[src/hdl/dpioc_pkg.sv]
// Purpose: constants for the two-pin general-purpose I/O control block
// Assumes: one 16-bit control register at one address of the control port
// Notes: bit positions are those of the pin control register
package dpioc_pkg;
  localparam int DPIOC_ADDR_W = 8;
  localparam int DPIOC_DATA_W = 16;
  localparam logic [7:0] PIN_IO_CONTROL_ADDR = 8'h23;
  localparam logic [15:0] PIN_IO_CONTROL_RST = 16'h0000;
  localparam int PIN_B_OUTPUT_ENABLE_BIT = 15;
  localparam int PIN_B_OUTPUT_LEVEL_BIT = 14;
  localparam int PIN_B_INPUT_ENABLE_BIT = 13;
  localparam int PIN_B_INPUT_FLAG_BIT = 12;
  localparam int PIN_A_OUTPUT_ENABLE_BIT = 11;
  localparam int PIN_A_OUTPUT_LEVEL_BIT = 10;
  localparam int PIN_A_INPUT_ENABLE_BIT = 9;
  localparam int PIN_A_INPUT_FLAG_BIT = 8;
  localparam int SYNC_STAGES = 2;
endpackage : dpioc_pkg

[src/hdl/dpioc_sync.sv]
// Purpose: two-flop synchroniser, one per pin
// Assumes: single core clock, synchronous active-high reset
// Notes: first stage is read only by the second stage
module dpioc_sync #(
  parameter int WIDTH = 2
) (
  // clock and reset
  input wire logic core_clk_in,
  input wire logic srst_in,
  input wire logic clk_en_in,
  // data
  input wire logic [WIDTH-1:0] async_in,
  output logic [WIDTH-1:0] sync_out
);
  logic [WIDTH-1:0] meta_r;
  logic [WIDTH-1:0] meta_nxt;
  logic [WIDTH-1:0] sync_r;
  logic [WIDTH-1:0] sync_nxt;

  // ==========================================================
  // two stages per bit
  genvar gi;
  generate
    for (gi = 0; gi < WIDTH; gi++)
    begin : g_bit
      always_comb
      begin
        meta_nxt[gi] = async_in[gi];
        sync_nxt[gi] = meta_r[gi];
      end
    end
  endgenerate

  always_ff @(posedge core_clk_in)
  begin
    if (srst_in)
    begin
      meta_r <= '0;
      sync_r <= '0;
    end
    else if (clk_en_in)
    begin
      meta_r <= meta_nxt;
      sync_r <= sync_nxt;
    end
  end

  assign sync_out = sync_r;
endmodule : dpioc_sync

[src/hdl/dpioc_top.sv]
// Purpose: control register and pin muxing for two multipurpose pins
// Assumes: register port is the decoded control-port access, synchronous to core clock
// Notes: pin outputs are muxed combinationally from registered control bits

// Notes on behaviour
// - pin b output-enable bit set, with input-enable clear, makes pin b a general-purpose output
// - pin b driven high or low per its output-level bit
// - pin b input-enable set makes it an input; no longer driven
// - pin b input flag reads pin level; meaningful only when input-enabled
// - pin a output-enable bit set, with input-enable clear, makes pin a a general-purpose output
// - pin a driven high or low per its output-level bit
// - pin a input-enable set makes it a general-purpose input
// - pin a input flag reads pin level; meaningful only when input-enabled
// - low byte reserved: reads zero; host writes zeros only
// - pin b alternate use acts only with both its enables clear
// - pin a alternate use acts only with both its enables clear
module dpioc_top (
  // clock, reset, enable
  input wire logic core_clk_in,
  input wire logic srst_in,
  input wire logic clk_en_in,
  // register access
  input wire logic reg_wr_in,
  input wire logic reg_rd_in,
  input wire logic [dpioc_pkg::DPIOC_ADDR_W-1:0] reg_addr_in,
  input wire logic [dpioc_pkg::DPIOC_DATA_W-1:0] reg_wdata_in,
  output logic [dpioc_pkg::DPIOC_DATA_W-1:0] reg_rdata_out,
  output logic reg_rvalid_out,
  // alternate functions from elsewhere
  input wire logic alt_a_data_in,
  input wire logic alt_a_oe_in,
  input wire logic alt_b_data_in,
  input wire logic alt_b_oe_in,
  output logic alt_a_active_out,
  output logic alt_b_active_out,
  // multipurpose pin a
  input wire logic multipurpose_pin_a_in,
  output logic multipurpose_pin_a_out,
  output logic multipurpose_pin_a_oe_out,
  // multipurpose pin b
  input wire logic multipurpose_pin_b_in,
  output logic multipurpose_pin_b_out,
  output logic multipurpose_pin_b_oe_out
);
  import dpioc_pkg::*;

  // ==========================================================
  // control bits
  logic pin_a_output_enable_r, pin_a_output_enable_nxt;
  logic pin_a_output_level_r, pin_a_output_level_nxt;
  logic pin_a_input_enable_r, pin_a_input_enable_nxt;
  logic pin_b_output_enable_r, pin_b_output_enable_nxt;
  logic pin_b_output_level_r, pin_b_output_level_nxt;
  logic pin_b_input_enable_r, pin_b_input_enable_nxt;
  logic pin_a_input_flag_r, pin_a_input_flag_nxt;
  logic pin_b_input_flag_r, pin_b_input_flag_nxt;
  logic [DPIOC_DATA_W-1:0] rdata_r, rdata_nxt;
  logic rvalid_r, rvalid_nxt;
  logic [1:0] pin_sync;
  logic hit;
  logic [DPIOC_DATA_W-1:0] reg_view;

  assign hit = (reg_addr_in == PIN_IO_CONTROL_ADDR);

  // ==========================================================
  // pin synchroniser
  dpioc_sync #(
    .WIDTH(2)
  ) u_sync (
    .core_clk_in(core_clk_in),
    .srst_in(srst_in),
    .clk_en_in(clk_en_in),
    .async_in({multipurpose_pin_b_in, multipurpose_pin_a_in}),
    .sync_out(pin_sync)
  );

  // ==========================================================
  // register view; reserved low byte forced to zero
  always_comb
  begin
    reg_view = '0;
    reg_view[PIN_B_OUTPUT_ENABLE_BIT] = pin_b_output_enable_r;
    reg_view[PIN_B_OUTPUT_LEVEL_BIT] = pin_b_output_level_r;
    reg_view[PIN_B_INPUT_ENABLE_BIT] = pin_b_input_enable_r;
    reg_view[PIN_B_INPUT_FLAG_BIT] = pin_b_input_flag_r;
    reg_view[PIN_A_OUTPUT_ENABLE_BIT] = pin_a_output_enable_r;
    reg_view[PIN_A_OUTPUT_LEVEL_BIT] = pin_a_output_level_r;
    reg_view[PIN_A_INPUT_ENABLE_BIT] = pin_a_input_enable_r;
    reg_view[PIN_A_INPUT_FLAG_BIT] = pin_a_input_flag_r;
  end

  // ==========================================================
  // next state
  always_comb
  begin
    pin_a_output_enable_nxt = pin_a_output_enable_r;
    pin_a_output_level_nxt = pin_a_output_level_r;
    pin_a_input_enable_nxt = pin_a_input_enable_r;
    pin_b_output_enable_nxt = pin_b_output_enable_r;
    pin_b_output_level_nxt = pin_b_output_level_r;
    pin_b_input_enable_nxt = pin_b_input_enable_r;
    if (reg_wr_in && hit)
    begin
      // flag bits and low byte are read-only, write data there is dropped
      pin_b_output_enable_nxt = reg_wdata_in[PIN_B_OUTPUT_ENABLE_BIT];
      pin_b_output_level_nxt = reg_wdata_in[PIN_B_OUTPUT_LEVEL_BIT];
      pin_b_input_enable_nxt = reg_wdata_in[PIN_B_INPUT_ENABLE_BIT];
      pin_a_output_enable_nxt = reg_wdata_in[PIN_A_OUTPUT_ENABLE_BIT];
      pin_a_output_level_nxt = reg_wdata_in[PIN_A_OUTPUT_LEVEL_BIT];
      pin_a_input_enable_nxt = reg_wdata_in[PIN_A_INPUT_ENABLE_BIT];
    end
    // flag follows the pin only while input-enabled, else reads zero
    pin_a_input_flag_nxt = pin_a_input_enable_r & pin_sync[0];
    pin_b_input_flag_nxt = pin_b_input_enable_r & pin_sync[1];
    rvalid_nxt = reg_rd_in;
    rdata_nxt = (reg_rd_in && hit) ? reg_view : '0;
  end

  always_ff @(posedge core_clk_in)
  begin
    if (srst_in)
    begin
      pin_a_output_enable_r <= PIN_IO_CONTROL_RST[PIN_A_OUTPUT_ENABLE_BIT];
      pin_a_output_level_r <= PIN_IO_CONTROL_RST[PIN_A_OUTPUT_LEVEL_BIT];
      pin_a_input_enable_r <= PIN_IO_CONTROL_RST[PIN_A_INPUT_ENABLE_BIT];
      pin_b_output_enable_r <= PIN_IO_CONTROL_RST[PIN_B_OUTPUT_ENABLE_BIT];
      pin_b_output_level_r <= PIN_IO_CONTROL_RST[PIN_B_OUTPUT_LEVEL_BIT];
      pin_b_input_enable_r <= PIN_IO_CONTROL_RST[PIN_B_INPUT_ENABLE_BIT];
      pin_a_input_flag_r <= PIN_IO_CONTROL_RST[PIN_A_INPUT_FLAG_BIT];
      pin_b_input_flag_r <= PIN_IO_CONTROL_RST[PIN_B_INPUT_FLAG_BIT];
      rdata_r <= '0;
      rvalid_r <= 1'b0;
    end
    else if (clk_en_in)
    begin
      pin_a_output_enable_r <= pin_a_output_enable_nxt;
      pin_a_output_level_r <= pin_a_output_level_nxt;
      pin_a_input_enable_r <= pin_a_input_enable_nxt;
      pin_b_output_enable_r <= pin_b_output_enable_nxt;
      pin_b_output_level_r <= pin_b_output_level_nxt;
      pin_b_input_enable_r <= pin_b_input_enable_nxt;
      pin_a_input_flag_r <= pin_a_input_flag_nxt;
      pin_b_input_flag_r <= pin_b_input_flag_nxt;
      rdata_r <= rdata_nxt;
      rvalid_r <= rvalid_nxt;
    end
  end

  assign reg_rdata_out = rdata_r;
  assign reg_rvalid_out = rvalid_r;

  // ==========================================================
  // pin muxing
  // input-enable wins over output-enable so a pin is never fought over
  always_comb
  begin
    alt_a_active_out = ~pin_a_output_enable_r & ~pin_a_input_enable_r;
    alt_b_active_out = ~pin_b_output_enable_r & ~pin_b_input_enable_r;
    multipurpose_pin_a_oe_out = 1'b0;
    multipurpose_pin_a_out = 1'b0;
    multipurpose_pin_b_oe_out = 1'b0;
    multipurpose_pin_b_out = 1'b0;
    if (pin_a_output_enable_r && !pin_a_input_enable_r)
    begin
      multipurpose_pin_a_oe_out = 1'b1;
      multipurpose_pin_a_out = pin_a_output_level_r;
    end
    else if (alt_a_active_out)
    begin
      multipurpose_pin_a_oe_out = alt_a_oe_in;
      multipurpose_pin_a_out = alt_a_data_in;
    end
    if (pin_b_output_enable_r && !pin_b_input_enable_r)
    begin
      multipurpose_pin_b_oe_out = 1'b1;
      multipurpose_pin_b_out = pin_b_output_level_r;
    end
    else if (alt_b_active_out)
    begin
      multipurpose_pin_b_oe_out = alt_b_oe_in;
      multipurpose_pin_b_out = alt_b_data_in;
    end
  end
endmodule : dpioc_top

[config.mk]
export PLATFORM = sky130hd
export DESIGN_NAME = dpioc_top
export DESIGN_NICKNAME = d
export VERILOG_FILES = /design/src/hdl/dpioc_pkg.sv /design/src/hdl/dpioc_sync.sv /design/src/hdl/dpioc_top.sv
export SDC_FILE = /design/constraint.sdc
export NUM_CORES = 1
export LEC_CHECK = 0
export BUFFER_PORTS_ARGS = -buffer_cell sky130_fd_sc_hd__buf_2
export CORE_MARGIN = 5
export CORE_UTILIZATION = 38
export CTS_CLUSTER_SIZE = 14
export DETAILED_ROUTE_END_ITERATION = 16
export GPL_TIMING_DRIVEN = 0
export PLACE_DENSITY_LB_ADDON = 0.08
export SLEW_MARGIN = 5
export SYNTH_ARGS = -nofsm -noshare
export SYNTH_HDL_FRONTEND = slang
export SYNTH_HIERARCHICAL = 1
export SYNTH_SLANG_ARGS = --single-unit
[constraint.sdc]
create_clock -name core_clk_in -period 1.2 [get_ports core_clk_in]
set_input_delay 0.24 -clock core_clk_in [delete_from_list [all_inputs] [get_ports core_clk_in]]
set_output_delay 0.24 -clock core_clk_in [all_outputs]
set_load 0.05 [all_outputs]
# Yosys cells after proc, flatten, opt, wreduce, memory -nomap -nowiden
# Cells that the tools add are included.
# Widths: inputs -> output; s select.
[word_totals]
regBits = 29
output_inout_bits = 23
elab_cells = 37
[classes]
eq_ne = 1
mux = 9
bitwise_logic = 8
n_reduce_logical = 7
[ops]
columns = ["cell", "n"]
rows = [
  ["$mux 16", 1],
  ["$eq 8x6->1 const B", 1],
  ["$mux 1", 8],
  ["$and 1x1->1", 4],
  ["$logic_and 1x1->1", 4],
  ["$not 1->1", 4],
  ["$logic_not 1->1", 2],
  ["$reduce_and 2->1", 1],
]

# Longest topological paths before layout
[depth]
ltp_word = 4
mapped_depth = 5
ltp_nobuf = 3

# Hierarchy
# The synthesis kept the hierarchy.
[modules_own_cells]
columns = ["mod", "n_inst", "cells_each", "area_each_um2", "seq_area_each_um2"]
rows = [
  ["dpioc_top", 1, 97, 825.8, 340.3],
  ["dpioc_sync", 1, 13, 140.1, 80.1],
]

# Worst setup path after synthesis
# Ideal clock, no wire load.
[synth_timing]
path_type = "register to output"
from = "register pin_b_output_enable_r"
to = "output multipurpose_pin_b_out"
t_arrival_ns = 1.106
t_required_ns = 0.960
path_slack_ns = -0.146
stages_incl_launch_ff = 3
path_buffers = 0
cell_sequence = "dfxtp_1 mux2i_1 nor2_1"
[synth_between]
elab_chain_cells = 4
word_cells_on_any_way = 5
cone_classes = "mux (2); bitwise (2); reduce/logical (1)"
[synth_lines]
columns = ["item", "line_no", "text"]
rows = [
  ["start, declared", "dpioc_top.sv:52", "logic pin_b_output_enable_r, pin_b_output_enable_nxt;"],
  ["start signal, assigned", "dpioc_top.sv:126", "pin_b_output_enable_r <= PIN_IO_CONTROL_RST[PIN_B_OUTPUT_ENABLE_BIT];"],
  ["start signal, assigned", "dpioc_top.sv:139", "pin_b_output_enable_r <= pin_b_output_enable_nxt;"],
  ["$not 1->1", "dpioc_top.sv:158", "alt_b_active_out = ~pin_b_output_enable_r & ~pin_b_input_enable_r;"],
  ["$and 1x1->1", "dpioc_top.sv:158", ""],
  ["$mux 1", "dpioc_top.sv:178", "else if (alt_b_active_out)"],
  ["$mux 1 *", "dpioc_top.sv:173", "if (pin_b_output_enable_r && !pin_b_input_enable_r)"],
  ["end, declared", "dpioc_top.sv:42", "output logic multipurpose_pin_b_out,"],
]
# Every way passes the cells marked *; elsewhere a longest branch is shown, timed or not.

# Worst setup path after layout
# Ends and elaborated chain as after synthesis.

==> results by group <==
Cells and area
  – Layout cell share with drive strength beyond 1: 42.1%
  – NumNets Final: 200
  – Diode count: 0
  – Area grow syn2layout: 40.9%
  – Layout Cell Area excl Fill: around 0.0014 mm^2
  – Util after Layout: 55.5%

Synth
  – Largest cells by area after synthesis: dfxtp_1 44%, mux2i_1 12%, nand2b_1 7.8%
  – Post-synthesis area per instance: 8.78 um^2
  – Synth warn: 6
  – Synth cell count leaders: 21 x dfxtp_1, 13 x nor2_1, 12 x mux2i_1, 12 x nand2b_1, 11 x a21oi_1
  – Sequential share of the synthesized area: 43.5%
  – Yosys cell types: 18
  – Yosys top cell by area: dfxtp_1
  – EDFF count, synth: 0
  – Most common cell in the netlist: dfxtp_1
  – Instance count of the mapped netlist: 110
  – Top FF cell, synth: dfxtp_1
  – Synth Register Bits: 21
  – Post-synth top area share: 43.5%
  – Synth async-reset ratio: 0%
  – Mapped Area: about 970 um^2

Routing
  – Remaining routing DRC violations: 0
  – Routed WL: approximately 2.2 mm
  – Vias: 911
  – Drt wl/cell: 11.6 um
  – Iter 0 DRT Violations: 17
  – First-pass DRT Iterations: 4
  – Routed vias/inst: 4.70
  – Antenna Nets Post-Route: 0

STA
  – Endpoints failing hold: 0
  – Clk_skew: 5.65 ps
  – Fin worst setup slack: -147 ps
  – Period minus WS final: 1350 ps
  – RSZ-0062 raised after global routing: true
  – Period utilization: 112%
  – Fmax: 0.742 GHz
  – Final setup vio count: 6
  – Slew Limit Fails: 0

Floorplanning
  – Die area: approximately 0.0036 mm^2
  – Core area: 0.00245 mm^2
  – Std cell rows: 18
  – Initial core utilization: 39.3%
  – Die Y: 60.4 um
  – I/O pins: 58
  – Chip width: 60.4 um

Clock network
  – Clk pin slew, worst setup/hold paths: 120 ps
  – Root Buffer: clkbuf_4
  – CTS buffer count: 3
  – Worst skew pair latency: about 300 ps
  – CTS sink cnt: 21
  – CTS max path bufs: 2
  – Hold bufs inserted after CTS: 0
  – Htree depth: 1
  – CTS tree: built

Setup path
  – Slowest cell on crit path: dfxtp_4
  – Crit. End Element: output port
  – Cell chain of the critical path: mux2i_1 > nor2_2 > buf_6
  – Data arrival time of the critical path: 1110 ps
  – CP max FO: 5
  – Setup Crit Path Kind: register to output port
  – Worst EP required: 960 ps
  – Peak per-stage delay on the critical path: 390 ps
  – Startpoint Class: register

Pwr
  – Switch Pwr: between 0.3 and 0.4 mW
  – Internal: 0.917 mW
  – Clock network power share: 26.4%
  – Flop pwr share: 54.8%
  – Worst ir drop on vdd: 887 uV
  – Power, Total: 1.28 mW
  – P_leak: 0.608 nW
  – Sw Share: 28.4%
  – Comb pwr share: a little under a fifth
  – PD cells: roughly 940 mW/mm^2

Place
  – Port Buffer Count: 39
  – Post-placement cell area: 0.00124 mm^2
  – GPL Wtd Cong: 0.780
  – HPWL Detailed: 1.67 mm

GRT
  – Gr usage total: 12.5%
  – Initial antenna violation count: 0
  – Vias in the first global route: 778
  – First-pass GRT wire length: 3.33 mm
  – Largest net degree at the start of global routing: 12
  – Gr ovfl total: 0

Outcome
  – Status: finished, violations left
  – Violated checks: setup timing

Job
  – Max cap viols: 0

Min path
  – HP Class: input port to register
-- stage by stage --
| stage | hold WS, ps | TNS, ps | worst slack (ps) | std cells |
|---|---|---|---|---|
| after global placement | 447 | -3180 | -334 | 186 |
| after floorplan | 312 | -350 | -58.3 | 117 |
| after CTS | 168 | -440 | -153 | 193 |
| after detailed placement | 451 | -3040 | -343 | 186 |
| after global routing | 172 | -799 | -187 | 194 |
| final | 169 | -518 | -147 | 194 |
-- path summary, 6_finish.rpt --
check	depth (start not counted)	start	end	slack, ps
worst max-delay path	3	pin_b_output_enable_r$_SDFFE_PP0P_	multipurpose_pin_b_out	-150
worst min-delay path	3	multipurpose_pin_b_in	u_sync/meta_r[1]$_SDFFE_PP0P_	170
worst max register to register	3	pin_b_input_enable_r$_SDFFE_PP0P_	reg_rdata_out[13]$_SDFFE_PP0P_	410
worst min register to register	2	reg_rdata_out[15]$_SDFFE_PP0P_	reg_rdata_out[15]$_SDFFE_PP0P_	470
-- cell type report --
class | count | area, um^2
tap | 30 | 37.5
fill | 241 | 1090
timing repair buffer | 43 | 269
multi-input combinational | 80 | 495
inverter | 1 | 3.75
sequential | 21 | 433
clock buffer | 4 | 26.3
buffer | 15 | 96.3
-- worst max-delay path, delay by kind of cell, from the launching register on --
kind          cells  cell delay [ps]
mux               1              210
buf+inv           1              150
flops             1              390
simple gates      1               50
-- sequential cells by signal, summed over array words and instances, names as in the netlist --
signal and flops:
reg_rvalid_out 1, reg_rdata_out 8, pin_b_output_level_r 1, u_sync/meta_r 2
pin_b_input_flag_r 1, pin_a_input_enable_r 1, pin_b_output_enable_r 1, pin_a_input_flag_r 1
pin_a_output_level_r 1, u_sync/sync_out 2, pin_a_output_enable_r 1, pin_b_input_enable_r 1
-- power groups by stage --
stage               registers (mW)  clock network [mW]  logic, mW
floorplan                    0.730                   0      0.158
global placement             0.725                   0      0.226
detailed placement           0.725                   0      0.228
CTS                          0.702               0.344      0.239
global route                 0.704               0.375      0.258
finish                       0.702               0.338      0.241
-- metal layers --
layer	global-route usage, %	wire length (um)	vias to the layer above
met1	15.4	916	413
met2	20.1	1080	32
met3	4.68	219	2
li1	-	-	464
met5	0	0	-
met4	4.64	26	0
-- cells in the final DEF, fill, tap and decap left out --
master	netlist	layout
buf_2	0	32
dfxtp_1	21	17
mux2i_1	12	12
nand2b_1	12	12
buf_4	8	12
a21oi_1	11	11
nand2_1	10	10
nand4_1	8	8
conb_1	1	8
nor2_2	0	6
nor2_1	13	6
buf_6	1	6
clkbuf_1	5	5
clkbuf_4	0	4
dfxtp_4	0	3
clkbuf_2	1	2
nand3_1	2	2
nor2_4	0	1
nor4_4	1	1
and4b_1	1	1
and4_1	1	1
inv_1	1	1
and2_1	1	1
buf_8	0	1
dfxtp_2	0	1
-- logic make-up after synthesis --
logic type,synth area share (%)
other,0.388
buffers and inverters,10.2
multiplexers,12.4
AND/OR/NAND/NOR,27.7
AO/OA/AOI/OAI,5.70
flip-flops,43.5
-- repair_timing --
| item | in CTS | in global routing |
|---|---|---|
| buffers inserted | 3 | 1 |
| endpoints found under the setup margin | 12 | 7 |
| resized for setup | 19 | 4 |
| pin swaps | 1 | 1 |
Note: power is estimated with default switching activity, not from simulation.
